--- src/hdl/chg_sup_pkg.sv ---
/*
 * constants for the charge-mode supervisor: register offsets, fields, resets, timing.
 * assumes a 250 mhz pclk and 32-bit apb word access.
 */
package chg_sup_pkg;
    localparam int CLK_MHZ = 250;
    // register byte offsets
    localparam logic [7:0] OFF_STATUS = 8'h00;
    localparam logic [7:0] OFF_CONTROL = 8'h04;
    localparam logic [7:0] OFF_CHGPARAM = 8'h14;
    localparam logic [7:0] OFF_SAFETY = 8'h18;
    localparam logic [7:0] OFF_FLAGS = 8'h1c;
    // control, status and flags register fields
    localparam int CTL_IN_LIMIT_LSB = 6;
    localparam int CTL_HZ_BIT = 1;
    localparam int CTL_NCE_BIT = 2;
    localparam int CTL_TERM_BIT = 3;
    localparam int CTL_PRESET_BIT = 7;
    localparam int STAT_KICK_BIT = 7;
    localparam int STAT_EN_BIT = 6;
    localparam int FLAG_SPECIAL_BIT = 4;
    // reset values
    localparam logic [7:0] CONTROL_RST = 8'h30;
    localparam logic [7:0] CHGPARAM_RST = 8'h00;
    localparam logic [7:0] SAFETY_RST = 8'h00;
    localparam logic [7:0] STATUS_EN_RST = 8'h40;
    // fault codes in status bits 2..0
    localparam logic [2:0] FLT_NONE = 3'h0;
    localparam logic [2:0] FLT_VBUS_OV = 3'h1;
    localparam logic [2:0] FLT_SLEEP = 3'h2;
    localparam logic [2:0] FLT_BAD_ADAPT = 3'h3;
    localparam logic [2:0] FLT_BAT_OV = 3'h4;
    localparam logic [2:0] FLT_THERMAL = 3'h5;
    localparam logic [2:0] FLT_TIMER = 3'h6;
    localparam logic [2:0] FLT_NO_BAT = 3'h7;
    // input current limit codes
    localparam logic [1:0] ILIM_100MA = 2'h0;
    localparam logic [1:0] ILIM_500MA = 2'h1;
    // times
    localparam int PULSE_US = 128;
    localparam int GOOD_MS = 30;
    localparam int PWRUP_MS = 262;
    localparam int T32_S = 32;
    localparam int T15_MIN = 15;
    localparam int DETECT_MS = 30;
    localparam int RETRY_MS = 2;
    localparam int PULSE_CYC = PULSE_US * CLK_MHZ;
    localparam longint GOOD_CYC = longint'(GOOD_MS) * 1000 * CLK_MHZ;
    localparam longint PWRUP_CYC = longint'(PWRUP_MS) * 1000 * CLK_MHZ;
    localparam longint T32_CYC = longint'(T32_S) * 1000000 * CLK_MHZ;
    localparam longint T15_CYC = longint'(T15_MIN) * 60 * 1000000 * CLK_MHZ;
    localparam longint DETECT_CYC = longint'(DETECT_MS) * 1000 * CLK_MHZ;
    localparam longint RETRY_CYC = longint'(RETRY_MS) * 1000 * CLK_MHZ;
    typedef enum logic [2:0] {
        ST_DETECT = 3'h0,
        ST_RETRY = 3'h1,
        ST_CHARGE = 3'h2,
        ST_BATCHK = 3'h3,
        ST_DONE = 3'h4,
        ST_HIZ = 3'h5
    } chg_state_t;
endpackage

--- src/hdl/charger_mode_supervisor.sv ---
/*
 * charge-mode supervisor: boot mode, timers, faults, status pin, apb registers.
 * assumes analog comparator levels arrive asynchronous; apb master on pclk.
 */
`timescale 1ns/10ps
module charger_mode_supervisor
    import chg_sup_pkg::*;
#(
    parameter longint GOOD_CYCLES = GOOD_CYC,
    parameter longint PWRUP_CYCLES = PWRUP_CYC,
    parameter longint T32_CYCLES = T32_CYC,
    parameter longint T15_CYCLES = T15_CYC,
    parameter longint DETECT_CYCLES = DETECT_CYC,
    parameter longint RETRY_CYCLES = RETRY_CYC,
    parameter int PULSE_CYCLES = PULSE_CYC,
    parameter bit HAS_SELECT_PIN = 1'b1
) (
    input wire logic pclk,
    input wire logic presetn,
    input wire logic psel,
    input wire logic penable,
    input wire logic pwrite,
    input wire logic [7:0] paddr,
    input wire logic [31:0] pwdata,
    output logic [31:0] prdata,
    output logic pready,
    output logic pslverr,
    input wire logic supply_select_pin,
    input wire logic thermal_shutdown_in,
    input wire logic vbus_ov_in,
    input wire logic bat_ov_in,
    input wire logic vbus_sleep_in,
    input wire logic vbus_good_in,
    input wire logic vbus_dpm_in,
    input wire logic bat_above_lowv_in,
    input wire logic bat_above_rch_in,
    input wire logic bat_short_in,
    input wire logic term_current_in,
    input wire logic boost_fault_in,
    output logic stat_oe,
    output logic stat_out,
    output logic converter_en,
    output logic block_switch_en,
    output logic vbus_sink_en,
    output logic detect_sink_en,
    output logic short_current_mode,
    output logic dpm_reduce,
    output logic [1:0] in_limit_sel,
    output logic hi_z
);
    // ======================================================================
    // input synchronisers
    localparam int NS = 12;
    logic [NS-1:0] meta_reg;
    logic [NS-1:0] sync_reg;
    wire [NS-1:0] raw_in = {boost_fault_in, supply_select_pin, thermal_shutdown_in,
        vbus_ov_in, bat_ov_in, vbus_sleep_in, vbus_good_in, vbus_dpm_in,
        bat_above_lowv_in, bat_above_rch_in, bat_short_in, term_current_in};
    always_ff @(posedge pclk or negedge presetn) begin
        if (!presetn) begin
            meta_reg <= '0;
            sync_reg <= '0;
        end else begin
            meta_reg <= raw_in;
            sync_reg <= meta_reg;
        end
    end
    wire term_s = sync_reg[0];
    wire short_s = sync_reg[1];
    wire rch_s = sync_reg[2];
    wire lowv_s = sync_reg[3];
    wire dpm_s = sync_reg[4];
    wire good_s = sync_reg[5];
    wire sleep_s = sync_reg[6];
    wire bov_s = sync_reg[7];
    wire vov_s = sync_reg[8];
    wire therm_s = sync_reg[9];
    wire sel_s = sync_reg[10];
    wire boostf_s = sync_reg[11];

    // ======================================================================
    // apb decode
    wire acc = psel && penable;
    wire wr = acc && pwrite;
    wire rd = acc && !pwrite;
    wire hit_stat = paddr == OFF_STATUS;
    wire hit_ctl = paddr == OFF_CONTROL;
    wire hit_par = paddr == OFF_CHGPARAM;
    wire hit_saf = paddr == OFF_SAFETY;
    wire hit_flg = paddr == OFF_FLAGS;
    wire mapped = hit_stat | hit_ctl | hit_par | hit_saf | hit_flg;

    logic [7:0] control_reg;
    logic [7:0] chgparam_reg;
    logic [7:0] safety_reg;
    logic stat_en_reg;
    logic [2:0] fault_code_reg;
    logic fault_held_reg;
    logic special_reg;
    logic mode32_reg;
    logic kick_seen_reg;
    chg_state_t state_reg;
    chg_state_t state_next;
    logic [39:0] tmr_reg;
    logic [39:0] wd_reg;
    logic [2:0] fault_code_next;
    logic fault_evt;
    logic pwrup_armed_reg;

    wire write_any = wr && mapped;
    wire kick = wr && hit_stat && pwdata[STAT_KICK_BIT];
    wire preset_wr = wr && hit_ctl && pwdata[CTL_PRESET_BIT];
    wire wd_expire = mode32_reg && !therm_s && (wd_reg == 40'h1);
    wire absent_evt = (state_reg == ST_BATCHK) && (tmr_reg == 40'h0) && !rch_s;
    // defaults except the safety register return on parameter reset, 32s expiry or missing battery
    wire restore = preset_wr || wd_expire || absent_evt;

    // ======================================================================
    // control registers
    always_ff @(posedge pclk or negedge presetn) begin
        if (!presetn) begin
            control_reg <= CONTROL_RST;
            chgparam_reg <= CHGPARAM_RST;
            safety_reg <= SAFETY_RST;
            stat_en_reg <= STATUS_EN_RST[STAT_EN_BIT];
        end else if (restore) begin
            control_reg <= CONTROL_RST;
            chgparam_reg <= CHGPARAM_RST;
            stat_en_reg <= STATUS_EN_RST[STAT_EN_BIT];
        end else begin
            if (wr && hit_ctl) begin
                control_reg <= pwdata[7:0];
            end
            if (wr && hit_par) begin
                chgparam_reg <= pwdata[7:0];
            end
            if (wr && hit_saf) begin
                safety_reg <= pwdata[7:0];
            end
            if (wr && hit_stat) begin
                stat_en_reg <= pwdata[STAT_EN_BIT];
            end
        end
    end
    wire ncharge = control_reg[CTL_NCE_BIT];
    wire hz_bit = control_reg[CTL_HZ_BIT];

    // ======================================================================
    // timer mode: 15min until any write to a mapped register, then 32s watchdog
    always_ff @(posedge pclk or negedge presetn) begin
        if (!presetn) begin
            mode32_reg <= 1'b0;
            kick_seen_reg <= 1'b0;
            wd_reg <= 40'h0;
        end else if (therm_s) begin
            mode32_reg <= mode32_reg;
        end else if (wd_expire) begin
            mode32_reg <= 1'b0;
            wd_reg <= 40'h0;
        end else if (write_any) begin
            mode32_reg <= 1'b1;
            kick_seen_reg <= kick_seen_reg | kick;
            if (!mode32_reg || kick) begin
                wd_reg <= 40'(T32_CYCLES);
            end
        end else if (mode32_reg && wd_reg != 40'h0) begin
            wd_reg <= wd_reg - 40'h1;
        end
    end

    // ======================================================================
    // charge state machine
    wire fault_now = therm_s || vov_s || bov_s || sleep_s;
    wire tmr_zero = tmr_reg == 40'h0;
    always_comb begin
        state_next = state_reg;
        fault_code_next = FLT_NONE;
        fault_evt = 1'b0;
        case (state_reg)
            ST_DETECT: begin
                if (!good_s) begin
                    state_next = ST_RETRY;
                    fault_code_next = FLT_BAD_ADAPT;
                    fault_evt = 1'b1;
                end else if (tmr_zero) begin
                    state_next = ST_CHARGE;
                end
            end
            ST_RETRY: begin
                if (tmr_zero) begin
                    state_next = ST_DETECT;
                end
            end
            ST_CHARGE: begin
                // the 262ms check borrows the counter, so its expiry is no timer fault
                if (!mode32_reg && !therm_s && tmr_zero && !kick_seen_reg && !pwrup_armed_reg) begin
                    state_next = ST_HIZ;
                    fault_code_next = FLT_TIMER;
                    fault_evt = 1'b1;
                end else if (mode32_reg && term_s && rch_s && control_reg[CTL_TERM_BIT]
                        && !fault_now) begin
                    state_next = ST_BATCHK;
                end
            end
            ST_BATCHK: begin
                if (tmr_zero) begin
                    if (rch_s) begin
                        state_next = ST_DONE;
                    end else begin
                        state_next = ST_RETRY;
                        fault_code_next = FLT_NO_BAT;
                        fault_evt = 1'b1;
                    end
                end
            end
            ST_DONE: begin
                if (!rch_s) begin
                    state_next = ST_CHARGE;
                end
            end
            ST_HIZ: begin
                if (mode32_reg) begin
                    state_next = ST_CHARGE;
                end
            end
            default: begin
                state_next = ST_DETECT;
            end
        endcase
    end

    // 15min run, 262ms power-up check and detect/retry waits share one counter
    logic short_prev_reg;
    wire leave_short = short_prev_reg && !short_s;
    wire pwrup_hiz = pwrup_armed_reg && tmr_zero && !mode32_reg && rch_s
        && state_reg == ST_CHARGE;
    always_ff @(posedge pclk or negedge presetn) begin
        if (!presetn) begin
            state_reg <= ST_DETECT;
            tmr_reg <= 40'(GOOD_CYCLES);
            pwrup_armed_reg <= 1'b0;
            short_prev_reg <= 1'b0;
        end else begin
            short_prev_reg <= short_s;
            if (pwrup_hiz) begin
                state_reg <= ST_HIZ;
                pwrup_armed_reg <= 1'b0;
            end else begin
                state_reg <= state_next;
            end
            if (state_next != state_reg) begin
                case (state_next)
                    ST_RETRY: tmr_reg <= 40'(RETRY_CYCLES);
                    ST_DETECT: tmr_reg <= 40'(GOOD_CYCLES);
                    ST_BATCHK: tmr_reg <= 40'(DETECT_CYCLES);
                    default: tmr_reg <= 40'(T15_CYCLES);
                endcase
            end else if (!mode32_reg && state_reg == ST_CHARGE && leave_short
                    && !pwrup_armed_reg) begin
                tmr_reg <= 40'(PWRUP_CYCLES);
                pwrup_armed_reg <= 1'b1;
            end else if (pwrup_armed_reg && tmr_zero) begin
                pwrup_armed_reg <= 1'b0;
                tmr_reg <= 40'(T15_CYCLES);
            end else if (wd_expire && state_reg == ST_CHARGE) begin
                tmr_reg <= 40'(T15_CYCLES);
            end else if (!therm_s && !tmr_zero) begin
                tmr_reg <= tmr_reg - 40'h1;
            end
        end
    end

    // ======================================================================
    // fault status, held until read
    logic vov_prev_reg;
    logic bov_prev_reg;
    logic th_prev_reg;
    logic sl_prev_reg;
    logic bf_prev_reg;
    wire vov_rise = vov_s && !vov_prev_reg;
    wire bov_rise = bov_s && !bov_prev_reg;
    wire th_rise = therm_s && !th_prev_reg;
    wire sl_rise = sleep_s && !sl_prev_reg && good_s;
    wire bf_rise = boostf_s && !bf_prev_reg;
    logic [2:0] async_code;
    always_comb begin
        async_code = fault_code_next;
        if (vov_rise) async_code = FLT_VBUS_OV;
        else if (bov_rise) async_code = FLT_BAT_OV;
        else if (th_rise) async_code = FLT_THERMAL;
        else if (sl_rise) async_code = FLT_SLEEP;
    end
    wire any_fault = fault_evt | vov_rise | bov_rise | th_rise | sl_rise;
    wire stat_read = rd && hit_stat;
    always_ff @(posedge pclk or negedge presetn) begin
        if (!presetn) begin
            fault_code_reg <= FLT_NONE;
            fault_held_reg <= 1'b0;
            special_reg <= 1'b0;
            {vov_prev_reg, bov_prev_reg, th_prev_reg, sl_prev_reg, bf_prev_reg} <= 5'h0;
        end else begin
            {vov_prev_reg, bov_prev_reg, th_prev_reg, sl_prev_reg, bf_prev_reg} <=
                {vov_s, bov_s, therm_s, sleep_s, boostf_s};
            // a fault arriving with the read wins over the release
            if (any_fault && (!fault_held_reg || stat_read)) begin
                fault_code_reg <= async_code;
                fault_held_reg <= 1'b1;
            end else if (stat_read) begin
                fault_held_reg <= 1'b0;
            end
            if (dpm_s && state_reg == ST_CHARGE) begin
                special_reg <= 1'b1;
            end else if (rd && hit_flg) begin
                special_reg <= 1'b0;
            end
        end
    end

    // ======================================================================
    // status pin pulse
    logic pulse_active;
    fault_pulse #(
        .LEN(PULSE_CYCLES)
    ) u_pulse (
        .pclk(pclk),
        .presetn(presetn),
        .trig(any_fault | bf_rise),
        .active(pulse_active)
    );

    // ======================================================================
    // outputs
    wire charging = (state_reg == ST_CHARGE || state_reg == ST_BATCHK) && !fault_now;
    // without host the default limit follows the select pin
    wire [1:0] lim15 = (HAS_SELECT_PIN && !sel_s) ? ILIM_100MA : ILIM_500MA;
    wire [1:0] lim32 = control_reg[CTL_IN_LIMIT_LSB +: 2];
    wire hiz15 = !mode32_reg && lowv_s;
    wire hiz_w = hiz15 || hz_bit || state_reg == ST_HIZ || ncharge;
    wire conv_w = (state_reg == ST_CHARGE) && !fault_now && !hiz_w;
    wire stat_low = pulse_active || (charging && stat_en_reg && !hiz_w);
    logic [31:0] rdata;
    always_comb begin
        rdata = 32'h0;
        if (hit_stat) rdata = {24'h0, 1'b0, stat_en_reg, 1'b0, fault_held_reg,
            1'b0, fault_code_reg};
        else if (hit_ctl) rdata = {24'h0, control_reg};
        else if (hit_par) rdata = {24'h0, chgparam_reg};
        else if (hit_saf) rdata = {24'h0, safety_reg};
        else if (hit_flg) rdata = {27'h0, special_reg, 1'b0, mode32_reg, 2'h0};
    end
    always_ff @(posedge pclk or negedge presetn) begin
        if (!presetn) begin
            prdata <= 32'h0;
            pready <= 1'b0;
            pslverr <= 1'b0;
            stat_oe <= 1'b0;
            stat_out <= 1'b0;
            converter_en <= 1'b0;
            block_switch_en <= 1'b0;
            vbus_sink_en <= 1'b0;
            detect_sink_en <= 1'b0;
            short_current_mode <= 1'b0;
            dpm_reduce <= 1'b0;
            in_limit_sel <= ILIM_100MA;
            hi_z <= 1'b1;
        end else begin
            pready <= psel && !penable;
            pslverr <= psel && !penable && !mapped;
            prdata <= rdata;
            stat_oe <= stat_low;
            stat_out <= 1'b0;
            converter_en <= conv_w;
            block_switch_en <= !sleep_s && good_s;
            vbus_sink_en <= state_reg == ST_DETECT;
            detect_sink_en <= state_reg == ST_BATCHK;
            short_current_mode <= conv_w && short_s;
            dpm_reduce <= conv_w && dpm_s;
            in_limit_sel <= mode32_reg ? lim32 : lim15;
            hi_z <= hiz_w;
        end
    end

    // ======================================================================
    // checks
    a_detect_sink: assert property (@(posedge pclk) disable iff (!presetn)
        (state_reg == ST_DETECT) |=> vbus_sink_en)
        else $error("sink not on during detect");
    a_bad_code: assert property (@(posedge pclk) disable iff (!presetn)
        (state_reg == ST_DETECT && !good_s && !fault_held_reg
            && !(vov_rise | bov_rise | th_rise | sl_rise))
        |=> fault_code_reg == FLT_BAD_ADAPT)
        else $error("bad adaptor code missing");
    a_therm_off: assert property (@(posedge pclk) disable iff (!presetn)
        therm_s |=> !converter_en)
        else $error("converter on in thermal shutdown");
    a_vov_off: assert property (@(posedge pclk) disable iff (!presetn)
        vov_s |=> !converter_en)
        else $error("converter on in input overvoltage");
    a_bov_off: assert property (@(posedge pclk) disable iff (!presetn)
        bov_s |=> !converter_en)
        else $error("converter on in battery overvoltage");
    a_inhibit_off: assert property (@(posedge pclk) disable iff (!presetn)
        ncharge |=> !converter_en)
        else $error("charging while inhibited");
    a_pulse_low: assert property (@(posedge pclk) disable iff (!presetn)
        any_fault |=> ##1 stat_oe [*8])
        else $error("fault pulse not driven");
    a_preset_clear: assert property (@(posedge pclk) disable iff (!presetn)
        preset_wr |=> !control_reg[CTL_PRESET_BIT])
        else $error("parameter reset did not clear");
    a_limit_15: assert property (@(posedge pclk) disable iff (!presetn)
        !mode32_reg
        |=> in_limit_sel == ((HAS_SELECT_PIN && !$past(sel_s)) ? ILIM_100MA : ILIM_500MA))
        else $error("default limit wrong");
endmodule

--- src/hdl/fault_pulse.sv ---
/*
 * fault pulse generator for the open-drain status pin.
 * assumes a single pclk domain; trigger is a one-cycle pulse.
 */
`timescale 1ns/10ps
module fault_pulse #(
    parameter int LEN = 32000
) (
    input wire logic pclk,
    input wire logic presetn,
    input wire logic trig,
    output logic active
);
    logic [31:0] cnt_reg;

    // a new fault restarts the pulse rather than stacking
    always_ff @(posedge pclk or negedge presetn) begin
        if (!presetn) begin
            cnt_reg <= 32'h0;
        end else if (trig) begin
            cnt_reg <= 32'(LEN);
        end else if (cnt_reg != 32'h0) begin
            cnt_reg <= cnt_reg - 32'h1;
        end
    end

    assign active = (cnt_reg != 32'h0);
endmodule

--- config.mk ---
export PLATFORM = sky130hd
export DESIGN_NAME = charger_mode_supervisor
export DESIGN_NICKNAME = d
export VERILOG_FILES = /design/src/hdl/chg_sup_pkg.sv /design/src/hdl/charger_mode_supervisor.sv /design/src/hdl/fault_pulse.sv
export SDC_FILE = /design/constraint.sdc
export NUM_CORES = 1
export LEC_CHECK = 0
export BUFFER_PORTS_ARGS = -buffer_cell sky130_fd_sc_hd__buf_2
export CORE_ASPECT_RATIO = 0.75
export CORE_MARGIN = 2
export CORE_UTILIZATION = 59
export DETAILED_ROUTE_END_ITERATION = 8
export PLACE_DENSITY = 0.8
export SETUP_SLACK_MARGIN = 0.5
export SYNTH_ARGS = -nofsm -noshare
export SYNTH_HDL_FRONTEND = slang
export SYNTH_HIERARCHICAL = 1
export SYNTH_SLANG_ARGS = --single-unit
--- constraint.sdc ---
create_clock -name pclk -period 4.9 [get_ports pclk]
set_input_delay 0.98 -clock pclk [delete_from_list [all_inputs] [get_ports pclk]]
set_output_delay 0.98 -clock pclk [all_outputs]
set_load 0.01 [all_outputs]
==> summary.txt <==
Status
  – Status: complete, no violations

Global route
  – Largest net degree at the start of global routing: 104
  – Antenna violations before repair: 0
  – Vias in the first global route: around 7700
  – Total grt overflow: 0
  – First-pass GRT wire length: 38800 um
  – GR Util All Layers: 27.1%

Floorplan
  – Core area: between 15000 and 20000 um^2
  – Die area: 18200 um^2
  – Row Count: 41
  – Die Height: 117 um
  – IO Count: about 100
  – Starting Density: 60.1%
  – Die Wd: about 150 um

Routing
  – Antenna viol nets, final: 0
  – Final routed DRC violation total: 0
  – Vias: a little over 8000
  – DR pass1 iterations: 6
  – Vias/cell: 6.15
  – Routed wire length: 23400 um
  – WL/cell: 17.7 um
  – DRT iter0 DRCs: 843

Critical path
  – Crit path max fanout: 11
  – Critical Path RT: ~5.3 ns
  – Reg2Reg Depth: 9
  – Critical Path Sink: tmr_reg[29]
  – CP Launch Type: register
  – WS Path Type: register to register
  – Critical Path Sink Type: register
  – CP startpoint: tmr_reg[6]
  – FF-to-FF Start: tmr_reg[6]
  – FF-to-FF End: tmr_reg[29]
  – Flop-to-flop setup slack: around 0.94 ns
  – Arr. time, crit path: around 4.3 ns

Synthesis
  – Post-Syn Instances: 1049
  – Cell area after synthesis: 10100 um^2
  – Async S/R FF share, synth: 100%
  – Top cell type's share of synthesized area: between 40% and 50%
  – Mux cell area share after synthesis: 4.09%
  – Number of synthesized flops with an enable pin: 0
  – Syn_area_per_cell: 9.61 um^2
  – Synth area leaders: dfrtp_1 (46%), nor2_1 (4.8%), dfstp_2 (3.6%)
  – Cell variety after synth: 77
  – Largest family of logic cells by synthesized area: simple AND/OR/NAND/NOR gates
  – Yosys warnings: 6
  – Cell accounting for the most synthesized area: dfrtp_1
  – Most common cell in the netlist: dfrtp_1
  – Synth Area in Compound Gates: 12.6%
  – Post-synthesis simple-gate area fraction: 23.4%
  – Primary FF master, synth: dfrtp_1
  – Post-synth top cells: dfrtp_1 (184), nor2_1 (128), nand2_1 (80)
  – Post-synthesis register bit count: 198
  – Seq/Total Area, Yosys: slightly below 50%
  – Adder-Cell Fraction of Synth Area: 0.496%
  – Post-synthesis xor/xnor area fraction: between 5 and 6%

Placed design
  – IO buf count: 52
  – GP Congestion: 0.920
  – HPWL after DPL: roughly 16000 um

Timing
  – Least-Margin Pin Slew: 0.937 ns
  – RSZ-0062 raised after global routing: false
  – Period utilization: 80.9%
  – Worst Skew: 0.0100 ns
  – Tmin final: 3.96 ns
  – Hold Vio Cnt, Final: 0
  – Max Clk Rate: roughly 0.25 GHz
  – Rel. slew slack: 37.0%
  – Final setup TNS: 0 ns
  – Final slew viol count: 0
  – # setup viols final: 0

Power
  – Pwr Total: 3.80 mW
  – VDD IR-drop max: ~0.23 mV
  – Leakage: 5.06 nW
  – Pwr dens: 342 nW/um^2

Clock network
  – Clk buf depth: 2
  – CTS tree: yes
  – Clk_lat worst skew: 0.44 ns
  – CTS Buf Count: 17
  – Clock sink count: 198
  – H-Tree Depth: 4
  – CTS hold repair buffers: 0
  – Clk slew on worst S/H paths: 0.06 ns
  – Root buffer cell: clkbuf_16
  – Setup repair bufs after CTS: 0
  – Cts repair resizes: 0

Min path
  – Min-Delay Startpoint: meta_reg[6]
  – Depth of the worst hold-timing path: 0
  – Hold WC Path Type: register to register

Final layout
  – Total Nets Final: 1159
  – Share of layout cells above drive strength 1: 15.1%
  – ANT cells: 0
  – Filler cells: 1313
  – Area occupied by multi-input gates: 4750 um^2
  – Layout area overhead: 10.1%
  – Register area: ~5000 um^2

Job
  – Max Cap Viol: 0
report_power, final:
group          switching (mW)  internal (mW)
Clock                   0.609          0.745
Sequential              0.140           1.77
Combinational           0.319          0.209
critical path: stages (launching register included):
cell      delay, ns
dfstp_2        0.40
nor4_1         0.69
and3_1         0.39
or4b_1         0.68
a211oi_1       0.49
a21boi_1       0.28
o21ai_0        0.10
buf_4          0.20
o21ai_1        0.40
o22a_1         0.26
placed cells by master (no fill, tap or decap), types with 9 or more instances in the layout:
master       n
or3_1       18
conb_1      25
dfstp_2     14
or4_1       14
dfrtp_1    184
buf_2       51
nor4_1      33
nor2_1     128
nand2b_1    13
nand3_1     26
xnor2_1     24
and2_1       9
inv_1       26
nor2b_1     16
clkbuf_16   17
nor3_1      46
nand4_1      9
xor2_1      38
and3_1      11
buf_4       24
mux2i_1     21
o21ai_0     38
a21oi_1     61
nand2_1     80
a31oi_1     12
mux2_2      18
metrics by stage:
step | cell area [um^2] | worst slack [ns] | instances | hold slack, ns | util, %
2_1_floorplan | 10200 | 1.26 | 1073 | 0.331 | -
3_3_place_gp | 10500 | 0.745 | 1294 | 0.332 | 62.8
3_5_place_dp | 10500 | 0.716 | 1294 | 0.336 | 62.8
4_1_cts | 11100 | 1.02 | 1326 | 0.351 | 66.2
5_1_grt | 11100 | 0.586 | 1326 | 0.359 | 66.2
6_report | 11100 | 0.936 | 1326 | 0.350 | 66.2
worst min-delay path by stage:
stage / slack [ns] / end
floorplan: 0.33 / sync_reg[0]
global placement: 0.33 / sync_reg[6]
detailed placement: 0.34 / sync_reg[6]
CTS: 0.35 / sync_reg[6]
global route: 0.36 / sync_reg[11]
finish: 0.35 / sync_reg[6]
area by class of cell:
cell class                      instances  share of cell area (%)
Clock inverter                         10                   0.845
Sequential cell                       198                    44.8
Timing Repair Buffer                   76                    4.05
Inverter                               26                   0.879
Multi-Input combinational cell        779                    42.8
Tap cell                              215                    2.42
Clock buffer                           22                    4.27
routing by layer:
metal  track usage [%]  vias up  share of wire [%]
met2              41.4      332                 44
met1              39.3     3987                 46
met5                 0        -                  0
li1                  -     3806                  -
met4              7.41        0                1.0
met3              6.44       28                8.7
cells by family (layout without fill, tap and decap cells):
group / count (synthesis) / after routing
xor+xnor: 62 / 62
simple gates: 452 / 452
buf+inv: 96 / 134
mux: 39 / 39
other cells: 1 / 25
compound gates: 197 / 197
flops: 198 / 198
fa+ha+maj: 4 / 4
No activity file was read; power rests on OpenSTA's default activity.
